## src/mab_pkg.sv

```systemverilog
/*
 * mab_pkg: shared constants and types for the accumulator, bit and skip
 * execute block.
 * Assumes: users refer to every item as mab_pkg::name; no import.
 */
package mab_pkg;

   localparam int unsigned DATA_W = 8;
   localparam int unsigned FADDR_W = 7;
   localparam int unsigned BIT_W = 3;
   localparam int unsigned BUS_AW = 4;

   // file address span and the one address that maps onto the pins
   localparam logic [6:0] FADDR_MAX = 7'h7F;
   localparam logic [6:0] PORT_FADDR = 7'h06;

   // destination select encoding
   localparam logic DEST_ACC = 1'h0;
   localparam logic DEST_FILE = 1'h1;

   // software register offsets (word index on the plain port)
   localparam logic [3:0] OFS_ACC = 4'h0;
   localparam logic [3:0] OFS_STATUS = 4'h1;
   localparam logic [3:0] OFS_EXEC = 4'h2;

   // status field positions
   localparam int unsigned ST_C = 0;
   localparam int unsigned ST_NHF = 1;
   localparam int unsigned ST_Z = 2;

   // values after reset
   localparam logic [7:0] ACC_RST = 8'h00;
   localparam logic [2:0] STATUS_RST = 3'h0;
   localparam logic [7:0] ZERO_BYTE = 8'h00;

   // cycles taken by a skip that is taken
   localparam int unsigned SKIP_CYCLES = 2;

   typedef enum logic [3:0] {
      MAB_NOP = 4'h0,
      MAB_ADD_IMM_TO_ACC = 4'h1,
      MAB_AND_IMM_TO_ACC = 4'h2,
      MAB_ADD_ACC_FILE = 4'h3,
      MAB_AND_ACC_FILE = 4'h4,
      MAB_ZERO_FILE_REG = 4'h5,
      MAB_BIT_CLEAR_OP = 4'h6,
      MAB_BIT_SET_OP = 4'h7,
      MAB_SKIP_IF_BIT_ONE = 4'h8,
      MAB_SKIP_IF_BIT_ZERO = 4'h9
   } mab_op_t;

   typedef struct packed {
      mab_op_t    code;
      logic [7:0] imm;
      logic [6:0] faddr;
      logic [2:0] bit_idx;
      logic       dest;
   } mab_instr_t;

   typedef struct packed {
      logic       we;
      logic [6:0] addr;
      logic [7:0] data;
   } mab_fwrite_t;

   typedef enum logic [1:0] {
      MAB_EX_RUN = 2'h0,
      MAB_EX_SKIP = 2'h1
   } mab_ex_state_t;

endpackage

```

## src/mab_adder8.sv

```systemverilog
/*
 * mab_adder8: eight-bit adder with carry out of bit 7 and of bit 3.
 * Assumes: purely combinational use inside the execute block.
 */
`timescale 1ns/1ps

module mab_adder8 (
   input  wire logic [7:0] a_i,
   input  wire logic [7:0] b_i,
   output logic      [7:0] sum_o,
   output logic            carry_o,
   output logic            nibble_half_flag_o
);

   logic [4:0] low_nib;
   logic [4:0] high_nib;

   always_comb begin
      low_nib = {1'h0, a_i[3:0]} + {1'h0, b_i[3:0]};
      high_nib = {1'h0, a_i[7:4]} + {1'h0, b_i[7:4]} + {4'h0, low_nib[4]};
      sum_o = {high_nib[3:0], low_nib[3:0]};
      carry_o = high_nib[4];
      nibble_half_flag_o = low_nib[4];
   end

endmodule

```

## src/mab_core.sv

```systemverilog
/*
 * mab_core: execute stage for accumulator add/and, file clear, single bit
 * set/clear and bit test with skip. One instruction per cycle.
 * Assumes: the decoder presents one instruction with instr_valid_i; the file
 * array answers file_rdata_i in the same cycle for file_raddr_o; writes are
 * taken from the registered file write group; port pins arrive asynchronously.
 */
// The implementer's own choices: strobed register access and the address map.
// Notes on behaviour
// - add immediate to accumulator, result to accumulator, update carry, half, zero.
// - AND immediate with accumulator, result to accumulator, only Z changes.
// - AND accumulator with addressed file register, only Z changes.
// - add accumulator and file register, carry, half, zero from 8-bit sum.
// - destination 0 writes accumulator, destination 1 writes the file register.
// - zero file writes 00h into the register and always sets Z.
// - bit clear forces one bit to 0, others and flags untouched.
// - bit set forces one bit to 1, others and flags untouched.
// - skip if bit one: bit set discards next instruction, two cycles.
// - skip if bit zero: bit clear discards next instruction, two cycles.
// - read-modify-write of the port register reads pin levels, not latch.
// - file address operand spans 00h to 7Fh in the current bank.
// - a true conditional test takes two cycles, second one a no-operation.
`timescale 1ns/1ps

module mab_core (
   input  wire logic               sys_clk_i,
   input  wire logic               resetn_i,
   input  wire logic               instr_valid_i,
   input  wire mab_pkg::mab_instr_t instr_i,
   output logic      [6:0]         file_raddr_o,
   input  wire logic [7:0]         file_rdata_i,
   input  wire logic [7:0]         port_pins_i,
   output mab_pkg::mab_fwrite_t    file_wr_o,
   output logic      [7:0]         acc_o,
   output logic      [2:0]         status_o,
   output logic                    nop_cycle_o,
   input  wire logic [3:0]         sw_addr_i,
   input  wire logic [7:0]         sw_wdata_i,
   input  wire logic               sw_wr_i,
   input  wire logic               sw_rd_i,
   output logic      [7:0]         sw_rdata_o
);

   ////////////////////////////////////////////////////////////////////////////
   // reset and pin synchronisers

   logic       rst_meta_q;
   logic       rst_sync_q;
   logic       rstn;
   logic [7:0] pin_meta_q;
   logic [7:0] pin_sync_q;

   always_ff @(posedge sys_clk_i or negedge resetn_i) begin
      if (!resetn_i) begin
         rst_meta_q <= 1'h0;
         rst_sync_q <= 1'h0;
      end else begin
         rst_meta_q <= 1'h1;
         rst_sync_q <= rst_meta_q;
      end
   end
   assign rstn = rst_sync_q;

   always_ff @(posedge sys_clk_i or negedge rstn) begin
      if (!rstn) begin
         pin_meta_q <= 8'h00;
         pin_sync_q <= 8'h00;
      end else begin
         pin_meta_q <= port_pins_i;
         pin_sync_q <= pin_meta_q;
      end
   end

   ////////////////////////////////////////////////////////////////////////////
   // operand fetch

   logic [7:0] file_val;
   logic       live;
   logic [7:0] bit_mask;
   logic       tested_bit;
   logic [7:0] add_b;
   logic [7:0] sum;
   logic       sum_c;
   logic       sum_nhf;
   logic [7:0] acc_q;

   // seven address bits cover exactly 00h..7Fh; banking is outside
   assign file_raddr_o = instr_i.faddr;

   // the latch of an input pin may disagree with the pin, so use the pin
   assign file_val = (instr_i.faddr == mab_pkg::PORT_FADDR) ? pin_sync_q : file_rdata_i;

   assign bit_mask = 8'h01 << instr_i.bit_idx;
   assign tested_bit = |(file_val & bit_mask);

   assign add_b = (instr_i.code == mab_pkg::MAB_ADD_IMM_TO_ACC) ? instr_i.imm : file_val;

   mab_adder8 u_add (
      .a_i                (acc_q),
      .b_i                (add_b),
      .sum_o              (sum),
      .carry_o            (sum_c),
      .nibble_half_flag_o (sum_nhf)
   );

   ////////////////////////////////////////////////////////////////////////////
   // execute

   mab_pkg::mab_ex_state_t ex_q;
   mab_pkg::mab_ex_state_t ex_d;
   logic [7:0]             acc_d;
   logic [2:0]             status_q;
   logic [2:0]             status_d;
   mab_pkg::mab_fwrite_t   fwr_q;
   mab_pkg::mab_fwrite_t   fwr_d;
   logic [7:0]             rdata_q;
   logic [7:0]             rdata_d;
   logic [7:0]             and_b;
   logic [7:0]             and_res;
   logic                   skip_hit;

   // the instruction that arrives in the skip cycle is the discarded one
   assign live = instr_valid_i && (ex_q == mab_pkg::MAB_EX_RUN);

   assign and_b = (instr_i.code == mab_pkg::MAB_AND_IMM_TO_ACC) ? instr_i.imm : file_val;
   assign and_res = acc_q & and_b;

   always_comb begin
      skip_hit = 1'h0;
      if (live && instr_i.code == mab_pkg::MAB_SKIP_IF_BIT_ONE) begin
         skip_hit = tested_bit;
      end else if (live && instr_i.code == mab_pkg::MAB_SKIP_IF_BIT_ZERO) begin
         skip_hit = !tested_bit;
      end
   end

   // the skip cycle always ends after one cycle, valid or not
   always_comb begin
      if (ex_q == mab_pkg::MAB_EX_SKIP) begin
         ex_d = mab_pkg::MAB_EX_RUN;
      end else if (skip_hit) begin
         ex_d = mab_pkg::MAB_EX_SKIP;
      end else begin
         ex_d = mab_pkg::MAB_EX_RUN;
      end
   end

   always_comb begin
      acc_d = acc_q;
      status_d = status_q;
      fwr_d.we = 1'h0;
      fwr_d.addr = instr_i.faddr;
      fwr_d.data = file_val;
      if (live) begin
         unique case (instr_i.code)
            mab_pkg::MAB_ADD_IMM_TO_ACC: begin
               acc_d = sum;
               status_d[mab_pkg::ST_C] = sum_c;
               status_d[mab_pkg::ST_NHF] = sum_nhf;
               status_d[mab_pkg::ST_Z] = (sum == mab_pkg::ZERO_BYTE);
            end
            mab_pkg::MAB_AND_IMM_TO_ACC: begin
               acc_d = and_res;
               status_d[mab_pkg::ST_Z] = (and_res == mab_pkg::ZERO_BYTE);
            end
            mab_pkg::MAB_ADD_ACC_FILE: begin
               status_d[mab_pkg::ST_C] = sum_c;
               status_d[mab_pkg::ST_NHF] = sum_nhf;
               status_d[mab_pkg::ST_Z] = (sum == mab_pkg::ZERO_BYTE);
               if (instr_i.dest == mab_pkg::DEST_FILE) begin
                  fwr_d.we = 1'h1;
                  fwr_d.data = sum;
               end else begin
                  acc_d = sum;
               end
            end
            mab_pkg::MAB_AND_ACC_FILE: begin
               status_d[mab_pkg::ST_Z] = (and_res == mab_pkg::ZERO_BYTE);
               if (instr_i.dest == mab_pkg::DEST_FILE) begin
                  fwr_d.we = 1'h1;
                  fwr_d.data = and_res;
               end else begin
                  acc_d = and_res;
               end
            end
            mab_pkg::MAB_ZERO_FILE_REG: begin
               fwr_d.we = 1'h1;
               fwr_d.data = mab_pkg::ZERO_BYTE;
               status_d[mab_pkg::ST_Z] = 1'h1;
            end
            mab_pkg::MAB_BIT_CLEAR_OP: begin
               fwr_d.we = 1'h1;
               fwr_d.data = file_val & ~bit_mask;
            end
            mab_pkg::MAB_BIT_SET_OP: begin
               fwr_d.we = 1'h1;
               fwr_d.data = file_val | bit_mask;
            end
            mab_pkg::MAB_NOP,
            mab_pkg::MAB_SKIP_IF_BIT_ONE,
            mab_pkg::MAB_SKIP_IF_BIT_ZERO: begin
            end
            default: begin
            end
         endcase
      end
      // a software write wins over the instruction in the same cycle
      if (sw_wr_i) begin
         case (sw_addr_i)
            mab_pkg::OFS_ACC: begin
               acc_d = sw_wdata_i;
            end
            mab_pkg::OFS_STATUS: begin
               status_d = sw_wdata_i[2:0];
            end
            default: begin
            end
         endcase
      end
   end

   // read data stand only in the cycle after the strobe
   always_comb begin
      rdata_d = mab_pkg::ZERO_BYTE;
      if (sw_rd_i) begin
         case (sw_addr_i)
            mab_pkg::OFS_ACC: begin
               rdata_d = acc_q;
            end
            mab_pkg::OFS_STATUS: begin
               rdata_d = {5'h00, status_q};
            end
            mab_pkg::OFS_EXEC: begin
               rdata_d = {7'h00, (ex_q == mab_pkg::MAB_EX_SKIP)};
            end
            default: begin
            end
         endcase
      end
   end

   always_ff @(posedge sys_clk_i or negedge rstn) begin
      if (!rstn) begin
         acc_q <= mab_pkg::ACC_RST;
         status_q <= mab_pkg::STATUS_RST;
         ex_q <= mab_pkg::MAB_EX_RUN;
         fwr_q <= '0;
         rdata_q <= mab_pkg::ZERO_BYTE;
      end else begin
         acc_q <= acc_d;
         status_q <= status_d;
         ex_q <= ex_d;
         fwr_q <= fwr_d;
         rdata_q <= rdata_d;
      end
   end

   // limitation: the array takes a write one cycle late, so no forwarding
   assign acc_o = acc_q;
   assign status_o = status_q;
   assign file_wr_o = fwr_q;
   assign sw_rdata_o = rdata_q;
   assign nop_cycle_o = (ex_q == mab_pkg::MAB_EX_SKIP);

   ////////////////////////////////////////////////////////////////////////////
   // assertions

   property p_add_imm_acc;
      @(posedge sys_clk_i) disable iff (!rstn)
         live && instr_i.code == mab_pkg::MAB_ADD_IMM_TO_ACC && !sw_wr_i
         |=> acc_q == 8'($past(acc_q) + $past(instr_i.imm));
   endproperty
   a_add_imm_acc: assert property (p_add_imm_acc)
      else $error("immediate add left a wrong accumulator");

   property p_zero_flag;
      @(posedge sys_clk_i) disable iff (!rstn)
         live && !sw_wr_i && (instr_i.code == mab_pkg::MAB_ADD_IMM_TO_ACC ||
                              instr_i.code == mab_pkg::MAB_AND_IMM_TO_ACC)
         |=> status_q[mab_pkg::ST_Z] == (acc_q == mab_pkg::ZERO_BYTE);
   endproperty
   a_zero_flag: assert property (p_zero_flag)
      else $error("zero flag disagrees with the accumulator");

   property p_and_keep_carry;
      @(posedge sys_clk_i) disable iff (!rstn)
         live && instr_i.code == mab_pkg::MAB_AND_IMM_TO_ACC && !sw_wr_i
         |=> $stable(status_q[1:0]);
   endproperty
   a_and_keep_carry: assert property (p_and_keep_carry)
      else $error("immediate and changed carry or half flag");

   property p_zero_file;
      @(posedge sys_clk_i) disable iff (!rstn)
         live && instr_i.code == mab_pkg::MAB_ZERO_FILE_REG && !sw_wr_i
         |=> fwr_q.we && fwr_q.data == mab_pkg::ZERO_BYTE && status_q[mab_pkg::ST_Z];
   endproperty
   a_zero_file: assert property (p_zero_file)
      else $error("zero file did not write zero and set the zero flag");

   property p_bit_set;
      @(posedge sys_clk_i) disable iff (!rstn)
         live && instr_i.code == mab_pkg::MAB_BIT_SET_OP && !sw_wr_i
         |=> fwr_q.we && (fwr_q.data & $past(bit_mask)) == $past(bit_mask) && $stable(status_q);
   endproperty
   a_bit_set: assert property (p_bit_set)
      else $error("bit set wrong bit or touched flags");

   property p_bit_clear;
      @(posedge sys_clk_i) disable iff (!rstn)
         live && instr_i.code == mab_pkg::MAB_BIT_CLEAR_OP && !sw_wr_i
         |=> fwr_q.we && (fwr_q.data & $past(bit_mask)) == mab_pkg::ZERO_BYTE && $stable(status_q);
   endproperty
   a_bit_clear: assert property (p_bit_clear)
      else $error("bit clear wrong bit or touched flags");

   property p_skip_entry;
      @(posedge sys_clk_i) disable iff (!rstn)
         live && instr_i.code == mab_pkg::MAB_SKIP_IF_BIT_ONE && file_val[instr_i.bit_idx]
         |=> ex_q == mab_pkg::MAB_EX_SKIP;
   endproperty
   a_skip_entry: assert property (p_skip_entry)
      else $error("set bit did not start a skip cycle");

   property p_skip_discard;
      @(posedge sys_clk_i) disable iff (!rstn)
         ex_q == mab_pkg::MAB_EX_SKIP && !sw_wr_i
         |=> ex_q == mab_pkg::MAB_EX_RUN && !fwr_q.we && $stable(acc_q);
   endproperty
   a_skip_discard: assert property (p_skip_discard)
      else $error("skip cycle did not act as a no-operation");

   c_skip_taken: cover property (@(posedge sys_clk_i) disable iff (!rstn)
      ex_q == mab_pkg::MAB_EX_SKIP);
   c_port_rmw: cover property (@(posedge sys_clk_i) disable iff (!rstn)
      live && instr_i.code == mab_pkg::MAB_BIT_SET_OP && instr_i.faddr == mab_pkg::PORT_FADDR);
   c_add_carry: cover property (@(posedge sys_clk_i) disable iff (!rstn)
      live && instr_i.code == mab_pkg::MAB_ADD_IMM_TO_ACC && sum_c);
endmodule

```

## config.mk

```make
export PLATFORM = sky130hd
export DESIGN_NAME = mab_core
export DESIGN_NICKNAME = d
export VERILOG_FILES = /design/src/mab_pkg.sv /design/src/mab_adder8.sv /design/src/mab_core.sv
export SDC_FILE = /design/constraint.sdc
export NUM_CORES = 1
export LEC_CHECK = 0
export ABC_AREA = 1
export BUFFER_PORTS_ARGS = -buffer_cell sky130_fd_sc_hd__buf_2
export CAP_MARGIN = 5
export CORE_MARGIN = 1.5
export CORE_UTILIZATION = 56
export CTS_CLUSTER_DIAMETER = 80
export DETAILED_ROUTE_END_ITERATION = 7
export GPL_ROUTABILITY_DRIVEN = 1
export GPL_TIMING_DRIVEN = 0
export HOLD_SLACK_MARGIN = 0.15
export PLACE_DENSITY = 0.88
export SLEW_MARGIN = 20
export SYNTH_ARGS = -nofsm -noshare
export SYNTH_HDL_FRONTEND = slang
export SYNTH_SLANG_ARGS = --single-unit
```

## constraint.sdc

```tcl
create_clock -name sys_clk_i -period 3.7 [get_ports sys_clk_i]
set_input_delay 0.37 -clock sys_clk_i [delete_from_list [all_inputs] [get_ports sys_clk_i]]
set_output_delay 0.37 -clock sys_clk_i [all_outputs]
set_load 0.05 [all_outputs]
```

Word-level counts from Yosys, hierarchy flattened

Cells that the tools add are included.

Bits in read-only memories: 0
Bits in registers: 55
Output and inout bits: 43
Logic and storage cells: 73
Bits in latches: 0
Memories: 0
Input port bits: 56
Memory bits (writable): 0

Eq/ne operators: 13
Add/subtract/negate cells: 3
Bitwise operators: 5
$lt $le $gt $ge: 0
$mul: 0
Shifts and indexed selects: 1
Reduce and logical (&&, ||, !) cells: 13
Div/mod/pow operators: 0
Multiplexer cells: 27

Operators by type and width:

| operator                                            | number |
|---|---|
| two-way mux 8 bit                                   | 12 |
| case mux 8 bit (5 select lines)                     | 1 |
| case mux 8 bit (4 select lines)                     | 1 |
| AND 8 bit                                           | 3 |
| case mux 8 bit (3 select lines)                     | 1 |
| equality test 4 x 3 -> 1 bit, second input constant | 4 |
| zero test 8 bit                                     | 2 |
| equality test 4 x 2 -> 1 bit, second input constant | 3 |
| adder 4 x 4 -> 5 bit                                | 2 |
| two-way mux 3 bit                                   | 3 |
| equality test 4 x 1 -> 1 bit, second input constant | 2 |
| equality test 4 bit, second input constant          | 2 |
| NOT 8 bit                                           | 1 |
| OR 8 bit                                            | 1 |
| OR reduction 8 bit                                  | 1 |
| left shift 1 x 3 -> 8 bit, first input constant     | 1 |
| equality test 7 x 3 -> 1 bit, second input constant | 1 |
| two-way mux 1 bit                                   | 6 |
| OR reduction 2 bit                                  | 3 |
| adder 5 x 1 -> 5 bit                                | 1 |
| zero test 4 bit                                     | 1 |
| logical AND 1 bit                                   | 3 |
| case mux 1 bit (3 select lines)                     | 1 |
| OR reduction 3 bit                                  | 1 |
| 5 further kinds                                     | 5 |

Longest topological paths before layout

Gate-level depths: netlist of run 1.

Depth after elaboration: 10
Mapped depth: 24

Hierarchy

From an unflattened synthesis of run 1, not the netlist that was laid out.

Cell total of the unflattened synthesis: 478
Area total of the unflattened synthesis: 3528.4 um^2

By module, submodules not included:

| module     | cells an instance | seq. area each (um^2) | instances | area each (um^2) |
|---|---|---|---|---|
| mab_core   | 440               | 1351.3                | 1         | 3249.4 |
| mab_adder8 | 38                | 0.0                   | 1         | 279.0 |

Worst setup path before layout of run 1

OpenSTA, ideal clock, no wires.

Path kind: input-to-reg
From: input port instr_i[19] in the netlist's numbering
To: register status_q[2] (netlist: status_o[2])
Library setup time: 0.073 ns
Cell stages on the path: 22
Setup slack: 0.193 ns
Arrival time: 3.434 ns
Path through: inv_2 > nor2_2 > nand2_2 > buf_1 > a31oi_1 > ha_1 > fa_1 > nand2_1 > nand2_1 > a21oi_1 > fa_1 > inv_1 > fa_1 > inv_1 > nand4_1 > nor3_1 > nand3_1 > nand2_1 > inv_2 > nand2_1 > nand2_1 > a21oi_2

Word-level cells in the longest chain between the ends: 9
Elaborated cells on any way between the ends: 19
Classes of those cells: 3 x add/sub; 5 x eq/ne; 6 x mux; 1 x bitwise; 4 x reduce/logical

Ends and longest elaborated chain:

| element                                 | line                               | source |
|---|---|---|
| start, declared                         | mab_core.sv:29                     | `input wire mab_pkg::mab_instr_t instr_i,` |
| equality test 4 x 1 -> 1 bit            | mab_core.sv:96, mab_core.sv:155    |  |
| two-way mux 8 bit                       | mab_core.sv:96                     | `assign add_b = (instr_i.code == mab_pkg::MAB_ADD_IMM_TO_ACC) ? instr_i.imm : file_val;` |
| adder 4 x 4 -> 5 bit (on tied branches) | mab_adder8.sv:20, mab_adder8.sv:19 |  |
| adder 5 x 1 -> 5 bit                    | mab_adder8.sv:20                   | `high_nib = {1'h0, a_i[7:4]} + {1'h0, b_i[7:4]} + {4'h0, low_nib[4]};` |
| zero test 8 bit                         | mab_core.sv:160, mab_core.sv:169   |  |
| case mux 1 bit (3 select lines) (*)     | mab_core.sv:155                    | `unique case (instr_i.code)` |
| two-way mux 3 bit (*)                   | mab_core.sv:154                    | `if (live) begin` |
| two-way mux 3 bit                       | mab_core.sv:209                    | `case (sw_addr_i)` |
| two-way mux 3 bit (*)                   | mab_core.sv:208                    | `if (sw_wr_i) begin` |
| via status_d[2]                         | mab_core.sv:113                    | `logic [2:0] status_d;` |
| end signal, assigned                    | mab_core.sv:245                    | `status_q <= mab_pkg::STATUS_RST;` |
| end signal, assigned                    | mab_core.sv:251                    | `status_q <= status_d;` |
| end, declared                           | mab_core.sv:112                    | `logic [2:0] status_q;` |

The timed path passes the listed nets; every way through them passes the cells marked *.

Worst setup path after layout of run 1

Same ends and word-level chain as after synthesis.

==> results by group, run 1 <==
Run status
  • Outcome: complete, no violations

Routing
  • DR iter-0 viols: 316
  • Routed vias: 3,657
  • Drt via density: 5.705
  • Routed Antenna Nets: 0
  • Final wirelength: 10.40 mm
  • Drt drc: 0
  • Pre-antenna DRT Iters: 5
  • Wire length per cell: 16.22 um

Critical path
  • Max stage delay on crit path: 520 ps
  • Worst EP arrival: 3720 ps
  • Worst path bufs/invs: 6
  • CP Cell Sequence: buf_2 -> inv_4 -> nor2_4 -> nand2_4 -> buf_4 -> a31oi_1 -> ha_2 -> fa_1 -> nand2_1 -> nand2_1 -> a21oi_4 -> fa_1 -> inv_2 -> fa_1 -> inv_1 -> nand4_1 -> nor3_2 -> nand3_1 -> nand2_1 -> inv_2 -> nand2_1 -> nand2_1 -> a21oi_2
  • Crit. End Element: register
  • Cell mode on critical path: nand2_1
  • CP Class: primary input to register
  • CP required: 3950 ps
  • Critical-path maximum fanout: 10
  • Top Family by Delay on Critical Path: adder cells
  • Worst setup SP type: primary input
  • CP max-delay cell: fa_1
  • Reg2reg setup slack: 440 ps

Clock tree
  • CTS tree: built
  • CTS max path bufs: 2
  • Clock sink count: 54
  • Clock slew at reported path FFs: 100 ps
  • Clock root buffer: clkbuf_8
  • CTS Buf Count: 5
  • Skew-Pair Late Insertion Delay: 310 ps
  • # H-tree levels: 2

Finish
  • Fraction of layout cells with a size suffix above 1: 28.45%
  • Finished Cell Area: 0.004202 mm^2
  • ANT cells: 0
  • Core Util, Final: 71.81%
  • Nets: 631
  • Fillers: 515
  • Area Overhead vs Synth: 24.65%

Job
  • MaxCap Viol Count: 0

Global route
  • Largest net degree at the start of global routing: 37
  • Vias in the first global route: 3,442
  • GRT overflow: 0
  • Antenna violations before repair: 0
  • First-pass GRT wire length: 15.96 mm
  • Global Route Usage Sum: 32.41%

Logic synthesis
  • Primary FF master, synth: dfrtp_1
  • Syn Nets: 517
  • Number of synthesized register bits: 54
  • Async SR Flop Fraction: 100.0%
  • Synth Cell Area: 0.003371 mm^2
  • Syn Area/Cell: 7.474 um^2
  • Largest cells by area after synthesis: dfrtp_1 40%, nand2_1 11%, nor2_1 5.2%
  • Yosys top cell by area: dfrtp_1
  • Ys Warns: 0
  • Sequential element share of the synthesized area: 40.09%
  • Post-synth top area share: 40.09%
  • Top-count cell post-synth: nand2_1
  • Cells after Synth: 451
  • Synth top cells by count: 97 x nand2_1, 54 x dfrtp_1, 47 x nor2_1, 38 x inv_1, 34 x nand3_1
  • Post-synth EDFFs: 0
  • Post-synth cell types: 40

Place
  • Gpl congestion: 0.9140
  • Placed instance area: 0.003976 mm^2
  • Port bufs: 98
  • DP HPWL: 8.022 mm

STA
  • Slew headroom: 65.28%
  • Min cycle time layout: 3467 ps
  • Final hold vios: 0
  • Final worst-path cycle share: 93.70%
  • Slew at the pin closest to its max-slew limit: 520.8 ps
  • Fmax: 288.4 MHz
  • Clock skew: 9.480 ps
  • Final setup fails: 0
  • Hold WS: 163.2 ps
  • Fin. max-slew vios: 0

Pwr
  • Leakage: 0.002193 uW
  • Pwr dens: 436.0 mW/mm^2
  • VDD IR max: 0.3587 mV

Floorplanning
  • I/O pins: 99
  • Die extent in x: 80.59 um
  • Initial Util: 57.61%
  • Die Footprint: 0.006494 mm^2
  • Core area: 0.005851 mm^2
  • Core Rows: 28
  • Die Y: 80.59 um

Worst hold path
  • Hold crit path type: primary input to register
[logic make-up (layout without fill, tap and decap cells)]
group                      count (synthesis)  after routing  synth area share [%]
xor gates and xnor gates                   3              3                0.7797
adders and majority gates                 10             10                 4.380
and+or+nand+nor                          212            212                 28.03
DFF                                       54             54                 40.09
other                                      1              1                0.1113
buffers and inverters                     70            185                 9.057
AOI/OAI and AO/OA                        101            101                 17.56
[flip-flops by register name (all words and copies together), names as in the netlist]
signal	flops
rst_sync_q	1
sw_rdata_o	8
pin_sync_q	8
status_o	3
pin_meta_q	8
ex_q	1
file_wr_o	16
rst_meta_q	1
acc_o	8
[routing by layer]
layer	wire [um]	vias up	track usage [%]
li1	-	1739	-
met1	4347	1723	42.65
met2	5019	171	52.69
met3	803	24	6.023
met4	228	0	12.59
met5	0	-	0
[worst register-to-register path: stages, from the launching register on]
cell and delay (ps):
dfrtp_1 380, nand3_1 120, a31oi_1 120, ha_2 210
fa_1 420, nand2_1 90, nand2_1 90, a21oi_4 180
fa_1 210, inv_2 50, fa_1 520, inv_1 120
nand4_1 100, nor3_2 170, nand3_1 80, nand2_1 90
inv_2 30, nand2_1 50, nand2_1 60, a21oi_2 110
[power by group]
group	leakage (uW)	switching, uW	internal [uW]
combinational	0.00147	509	224
clock	0.0000585	196	203
sequential	0.000662	57.1	643
[cell type report]
type,count,area [um^2],share of cell area [%]
Buffer,14,98.84,2.353
Clock buffer,5,68.82,1.638
Clock inverter,3,43.79,1.042
Inverter,56,212.7,5.063
Multi-Input combinational cell,327,1755,41.78
Sequential cell,54,1353,32.19
Tap cell,75,93.84,2.233
Timing Repair Buffer,107,575.6,13.70
[stage by stage]
step	cells	power [uW]	setup TNS, ps	setup slack [ps]
final	641	1832	0	233.1
after CTS	634	1800	0	14.66
after detailed placement	625	1398	-2858	-565.4
after floorplan	451	1194	0	193.1
after global routing	641	1927	-18.31	-18.31
after global placement	624	1384	-2576	-547.8
[timing repair]
item                                    in CTS  in global routing
setup buffers                                0                  6
endpoints found under the setup margin       4                  4
hold buffers                                 1                  1
pin swaps                                    0                  3
gates resized for setup                      2                 12
endpoints found under the hold margin        2                  1
[worst paths after layout]
check                                      to           start  depth (start not counted)
min in group asynchronous       sw_rdata_o[2]      rst_sync_q                          0
worst min-delay path            pin_meta_q[6]  port_pins_i[6]                          1
max in group asynchronous        file_wr_o[5]      rst_sync_q                          1
worst max register to register    status_o[2]   pin_sync_q[0]                         19
worst min register to register  sw_rdata_o[2]      rst_sync_q                          0
worst max-delay path              status_o[2]     instr_i[19]                         23
[cell usage in the layout, fill, tap and decap left out, types with 13 or more instances in the layout]
master	netlist	final
nor2_1	47	46
inv_2	14	14
o22ai_1	13	13
nand3_1	34	34
buf_2	1	99
a21oi_1	30	29
o21ai_0	20	20
dfrtp_1	54	53
buf_4	7	14
nand2_1	97	97
inv_1	38	37
No activity file was read; power rests on OpenSTA's default activity.
==> inputs of run 2 (changes only) <==
--- a/config.mk
+++ b/config.mk
@@ -16,6 +16,7 @@
 export GPL_TIMING_DRIVEN = 0
 export HOLD_SLACK_MARGIN = 0.15
 export PLACE_DENSITY = 0.88
+export REMOVE_ABC_BUFFERS = 1
 export SLEW_MARGIN = 20
 export SYNTH_ARGS = -nofsm -noshare
 export SYNTH_HDL_FRONTEND = slang
==> results by group, run 2 (same netlist as run 1, synthesis figures left out) <==
Place
  • Gpl congestion: 0.9905 (+8.4%)
  • DP HPWL: 7.262 mm (-9.5%)
  • Inst Count DP: 611 (-2.2%)
  • Port bufs: 98 (unchanged)
  • Setup Slack @ Placement: -334.5 ps (+230.9 ps)

STA
  • Final hold vios: 0 (unchanged)
  • Slew at the pin closest to its max-slew limit: 879.9 ps (+359.2 ps)
  • Final worst slack: 180.1 ps (-53.07 ps)
  • Fin. max-slew vios: 0 (unchanged)
  • Min cycle time layout: 3520 ps (+53.07 ps)
  • Slew headroom: 41.12% (-24 points)
  • Clock skew: 11.66 ps (+2.180 ps)
  • Final setup fails: 0 (unchanged)
  • Fmax: 284.1 MHz (-1.5%)
  • Final worst-path cycle share: 95.13% (+1.4 points)
  • Setup TNS: 0 ps (unchanged)

Finish
  • Nets: 616 (-2.4%)
  • Commonest non-fill, non-tap cells in the layout: 98 x buf_2, 97 x nand2_1, 53 x dfrtp_1
  • ANT cells: 0 (unchanged)
  • Leading cell type in the layout, fill and taps excluded: buf_2
  • Fin cells: 626 (-2.3%)
  • Largest register FFs: 16 (unchanged)
  • Fillers: 502 (-2.5%)
  • Area Overhead vs Synth: 20.97%
  • Fraction of layout cells with a size suffix above 1: 26.32% (-2.1 points)

Routing
  • Wire length per cell: 15.51 um (-4.4%)
  • Routed Antenna Nets: 0 (unchanged)
  • Drt drc: 0 (unchanged)
  • Pre-antenna DRT Iters: 5 (unchanged)
  • Final wirelength: 9.710 mm (-6.6%)
  • DR iter-0 viols: 412 (+30%)
  • Routed vias: 3,644 (-0.36%)
  • Drt via density: 5.821 (+2.0%)

Floorplanning
  • Core area: 0.005851 mm^2 (unchanged)
  • I/O pins: 99 (unchanged)
  • Core Rows: 28 (unchanged)
  • Die Y: 80.59 um (unchanged)
  • Die extent in x: 80.59 um (unchanged)
  • Die Footprint: 0.006494 mm^2 (unchanged)
  • Initial Util: 57.61% (unchanged)

Job
  • MaxCap Viol Count: 0 (unchanged)

Critical path
  • Worst setup SP type: primary input
  • CP Class: primary input to register
  • Worst EP arrival: 3770 ps (+50 ps)
  • Crit. End Element: register
  • Critical-path maximum fanout: 18 (+8)
  • Crit. Startpoint: instr_i[19]
  • CP required: 3950 ps (about the same)
  • R2r startpoint: pin_sync_q[0]

Clock tree
  • # H-tree levels: 2 (unchanged)
  • CTS max path bufs: 2 (unchanged)
  • Clock root buffer: clkbuf_8
  • CTS tree: built
  • Clock slew at reported path FFs: 100 ps (about the same)
  • Skew-Pair Late Insertion Delay: 310 ps (about the same)
  • CTS Buf Count: 5 (unchanged)
  • Clock sink count: 54 (unchanged)

Worst hold path
  • Hold crit path type: primary input to register
  • Worst Min Path Start: port_pins_i[7]

Run status
  • Outcome: complete, no violations

Global route
  • Antenna violations before repair: 0 (unchanged)
  • First-pass GRT wire length: 14.82 mm (-7.1%)
  • GRT overflow: 0 (unchanged)
  • Global Route Usage Sum: 30.09% (-2.3 points)
  • Largest net degree at the start of global routing: 37 (unchanged)
  • Vias in the first global route: 3,229 (-6.2%)

Pwr
  • VDD IR max: 0.3288 mV (-8.3%)
  • Leakage: 0.002115 uW (-3.6%)
  • Pwr dens: 443.5 mW/mm^2 (+1.7%)
[run 2: what timing repair did]
action                                 CTS  global route
gates resized for setup                  1             6
hold buffers                             1             0
setup buffers                            0             6
setup endpoints to repair                1             3
endpoints found under the hold margin    2             0
pin swaps                                0             5
[run 2: routing by layer]
| layer | global-route usage (%) | vias to the layer above | wire, um |
|---|---|---|---|
| met3 | 4.659 | 22 | 776 |
| li1 | - | 1698 | - |
| met2 | 49.33 | 194 | 4753 |
| met4 | 9.310 | 0 | 196 |
| met5 | 0 | - | 0 |
| met1 | 40.81 | 1730 | 3983 |
[run 2: worst max-delay path: stages]
cell and delay (ps):
buf_2 110, inv_2 100, nor2_4 210, nand2_8 130, nor2_1 110, a31oi_1 50
ha_1 230, fa_2 380, nand2_1 80, nand2_1 70, a21oi_2 210, fa_1 200
inv_1 90, fa_1 540, inv_1 130, nand4_1 90, nor3_1 170, nand3_1 80
nand2_1 90, inv_2 30, nand2_1 80, nand2_1 70, a21oi_2 120
[run 2: where the power goes]
| part | leakage, uW | internal [uW] | switching, uW |
|---|---|---|---|
| Combinational | 0.00140 | 216 | 503 |
| Clock | 0.0000524 | 203 | 190 |
| Sequential | 0.000662 | 643 | 54.1 |
| Total | 0.00211 | 1060 | 747 |
[run 2: per-stage QoR]
| step | utilization (%) | instance area [um^2] | total power (uW) | hold slack, ps |
|---|---|---|---|---|
| floorplan | - | 3276 | 1169 | 74.41 |
| global placement | 65.98 | 3860 | 1366 | 155.2 |
| CTS | 68.41 | 4003 | 1776 | 160.6 |
| detailed placement | 66.34 | 3881 | 1385 | 159.5 |
| finish | 69.70 | 4078 | 1808 | 163.7 |
| global route | 69.70 | 4078 | 1899 | 152.5 |
[run 2: final cells by class]
class	count	area [um^2]	share of cell area (%)
multi-input combinational	327	1749	42.90
sequential	54	1353	33.17
timing repair buffer	106	565.5	13.87
inverter	56	210.2	5.155
tap	75	93.84	2.301
clock buffer	7	76.32	1.872
clock inverter	1	30.03	0.7364
[run 2: worst paths after layout]
kind                                 endpoint  slack [ps]  cells past startpoint
worst max-delay path              status_o[2]         180                     23
worst min-delay path            pin_meta_q[7]         160                      1
worst max register to register    status_o[2]         390                     19
worst min register to register    status_o[0]         190                      0
max in group asynchronous       file_wr_o[14]        2980                      1
min in group asynchronous         status_o[0]         190                      0
==> inputs of run 3 (changes only) <==
--- a/config.mk
+++ b/config.mk
@@ -15,6 +15,7 @@
 export GPL_ROUTABILITY_DRIVEN = 1
 export GPL_TIMING_DRIVEN = 0
 export HOLD_SLACK_MARGIN = 0.15
+export MAX_ROUTING_LAYER = met4
 export PLACE_DENSITY = 0.88
 export REMOVE_ABC_BUFFERS = 1
 export SLEW_MARGIN = 20
==> results by group, run 3 (same netlist as run 1, synthesis figures left out) <==
Clock tree
  • CTS tree: built
  • Skew-Pair Late Insertion Delay: 310 ps (about the same)
  • CTS max path bufs: 2 (unchanged)
  • # H-tree levels: 2 (unchanged)
  • Clock sink count: 54 (unchanged)
  • CTS Buf Count: 5 (unchanged)
  • Clock root buffer: clkbuf_8
  • Clock slew at reported path FFs: 100 ps (about the same)

Critical path
  • Crit. End Element: register
  • R2R cell count: 19 (unchanged)
  • CP max-delay cell: fa_2
  • Worst setup SP type: primary input
  • R2R Path End: status_o[2]
  • Max stage delay on crit path: 490 ps (-50 ps)
  • Cell mode on critical path: nand2_1
  • Worst EP arrival: 3690 ps (-80 ps)
  • Top Family by Delay on Critical Path: adder cells
  • Critical-path maximum fanout: 5 (-13)
  • CP Class: primary input to register
  • Reg2reg setup slack: 400 ps (about the same)
  • R2r startpoint: pin_sync_q[0]
  • CP Cell Sequence: buf_2 -> inv_1 -> nand2_1 -> nor2_4 -> nand3_1 -> a31oi_1 -> ha_2 -> fa_1 -> nand2_1 -> nand2_1 -> a21oi_4 -> fa_1 -> inv_1 -> fa_2 -> inv_1 -> nand4_1 -> nor3_1 -> nand3_1 -> nand2_1 -> inv_2 -> nand2_1 -> nand2_1 -> a21oi_2
  • Worst path bufs/invs: 5 (unchanged)
  • CP required: 3950 ps (about the same)

STA
  • Slew headroom: 38.02% (-3.1 points)
  • Min cycle time layout: 3443 ps (-77.06 ps)
  • Clock skew: 9.842 ps (-1.818 ps)
  • Final setup fails: 0 (unchanged)
  • Final hold vios: 0 (unchanged)
  • Fmax: 290.5 MHz (+2.2%)
  • Fin. max-slew vios: 0 (unchanged)
  • Slew at the pin closest to its max-slew limit: 926.2 ps (+46.31 ps)
  • Final worst-path cycle share: 93.05% (-2.1 points)
  • Final worst slack: 257.1 ps (+77.06 ps)

Place
  • DP HPWL: 7.405 mm (+2.0%)
  • Gpl congestion: 0.9824 (-0.82%)
  • Port bufs: 98 (unchanged)
  • Setup Slack @ Placement: -313.2 ps (+21.27 ps)
  • Inst Count DP: 611 (unchanged)

Floorplanning
  • Initial Util: 57.61% (unchanged)
  • Die Footprint: 0.006494 mm^2 (unchanged)
  • Core Rows: 28 (unchanged)
  • Die Y: 80.59 um (unchanged)
  • Core area: 0.005851 mm^2 (unchanged)
  • I/O pins: 99 (unchanged)
  • Die extent in x: 80.59 um (unchanged)

Run status
  • Outcome: complete, no violations

Finish
  • Fillers: 487 (-3.0%)
  • Nets: 618 (+0.32%)
  • Area of the multi-input gates: 0.001750 mm^2 (about the same)
  • Sequential cell area: 0.001353 mm^2 (unchanged)
  • Fraction of layout cells with a size suffix above 1: 26.40% (+0.086 points)
  • ANT cells: 0 (unchanged)
  • Commonest non-fill, non-tap cells in the layout: 98 x buf_2, 97 x nand2_1, 53 x dfrtp_1
  • Area Overhead vs Synth: 21.34%
  • Largest register FFs: 16 (unchanged)
  • Fin cells: 628 (+0.32%)
  • Leading cell type in the layout, fill and taps excluded: buf_2

Global route
  • Antenna violations before repair: 0 (unchanged)
  • GRT overflow: 0 (unchanged)
  • First-pass GRT wire length: 15.08 mm (+1.8%)
  • Vias in the first global route: 3,282 (+1.6%)
  • Largest net degree at the start of global routing: 35 (-5.4%)
  • Global Route Usage Sum: 31.25% (+1.2 points)

Worst hold path
  • Hold path endpoint: pin_meta_q[6]
  • Hold crit path type: primary input to register
  • Hold Path Depth: 1 (unchanged)
  • Worst Min Path Start: port_pins_i[6]

Routing
  • Drt drc: 0 (unchanged)
  • Pre-antenna DRT Iters: 5 (unchanged)
  • Final wirelength: 9.608 mm (-1.1%)
  • Wire length per cell: 15.30 um (-1.4%)
  • DR iter-0 viols: 303 (-26%)
  • Routed vias: 3,655 (+0.30%)
  • Routed Antenna Nets: 0 (unchanged)
  • Drt via density: 5.820 (about the same)

Job
  • MaxCap Viol Count: 0 (unchanged)

Pwr
  • Leakage: 0.002129 uW (+0.70%)
  • Pwr dens: 429.1 mW/mm^2 (-3.2%)
  • VDD IR max: 0.2878 mV (-12%)
[run 3: area by class of cell]
| cell class | instances | share of cell area (%) |
|---|---|---|
| Tap cell | 75 | 2.294 |
| Multi-Input combinational cell | 327 | 42.80 |
| Clock buffer | 7 | 2.111 |
| Inverter | 56 | 5.139 |
| Timing Repair Buffer | 108 | 14.38 |
| Sequential cell | 54 | 33.07 |
| Clock inverter | 1 | 0.2141 |
[run 3: where the power goes]
group / switching [uW] / internal [uW]
clock: 194 / 155
sequential: 53.6 / 643
combinational: 498 / 211
total: 745 / 1010
[run 3: what timing repair did]
item / CTS / global route
hold endpoints to repair: 2 / 3
resized for setup: 1 / 7
buffers inserted: 0 / 5
endpoints found under the setup margin: 1 / 3
pin swaps: 0 / 3
hold buffers: 1 / 3
[run 3: layer usage]
layer  up-vias  global-route usage, %  share of wire (%)
li1       1708                      -                  -
met1      1717                  40.72                 43
met2       201                  49.92                 48
met3        29                  4.091                6.8
met4         0                  11.55                2.1
met5         -                      -                  0
[run 3: how the worst max path moves through the flow]
| stage | startpoint | to | slack [ps] | cells past startpoint |
|---|---|---|---|---|
| 3_5_place_dp | instr_i[19] | status_o[2] | -310 | 23 |
| 6_report | instr_i[10] | status_o[2] | 260 | 23 |
| 5_1_grt | instr_i[10] | status_o[2] | -90 | 23 |
| 4_1_cts | instr_i[19] | status_o[2] | 70 | 23 |
| 2_1_floorplan | instr_i[21] | status_o[2] | 320 | 21 |
| 3_3_place_gp | instr_i[21] | status_o[2] | -320 | 22 |
[run 3: stage by stage]
| stage | setup TNS [ps] | power (uW) | instance area (um^2) | hold slack (ps) | utilization, % |
|---|---|---|---|---|---|
| after detailed placement | -718.9 | 1385 | 3881 | 155.9 | 66.34 |
| after CTS | 0 | 1737 | 3991 | 150.3 | 68.22 |
| after global placement | -729.8 | 1369 | 3860 | 154.8 | 65.98 |
| after floorplan | 0 | 1169 | 3276 | 74.41 | - |
| after global routing | -92.22 | 1852 | 4090 | 144.7 | 69.91 |
| final | 0 | 1755 | 4090 | 159.2 | 69.91 |
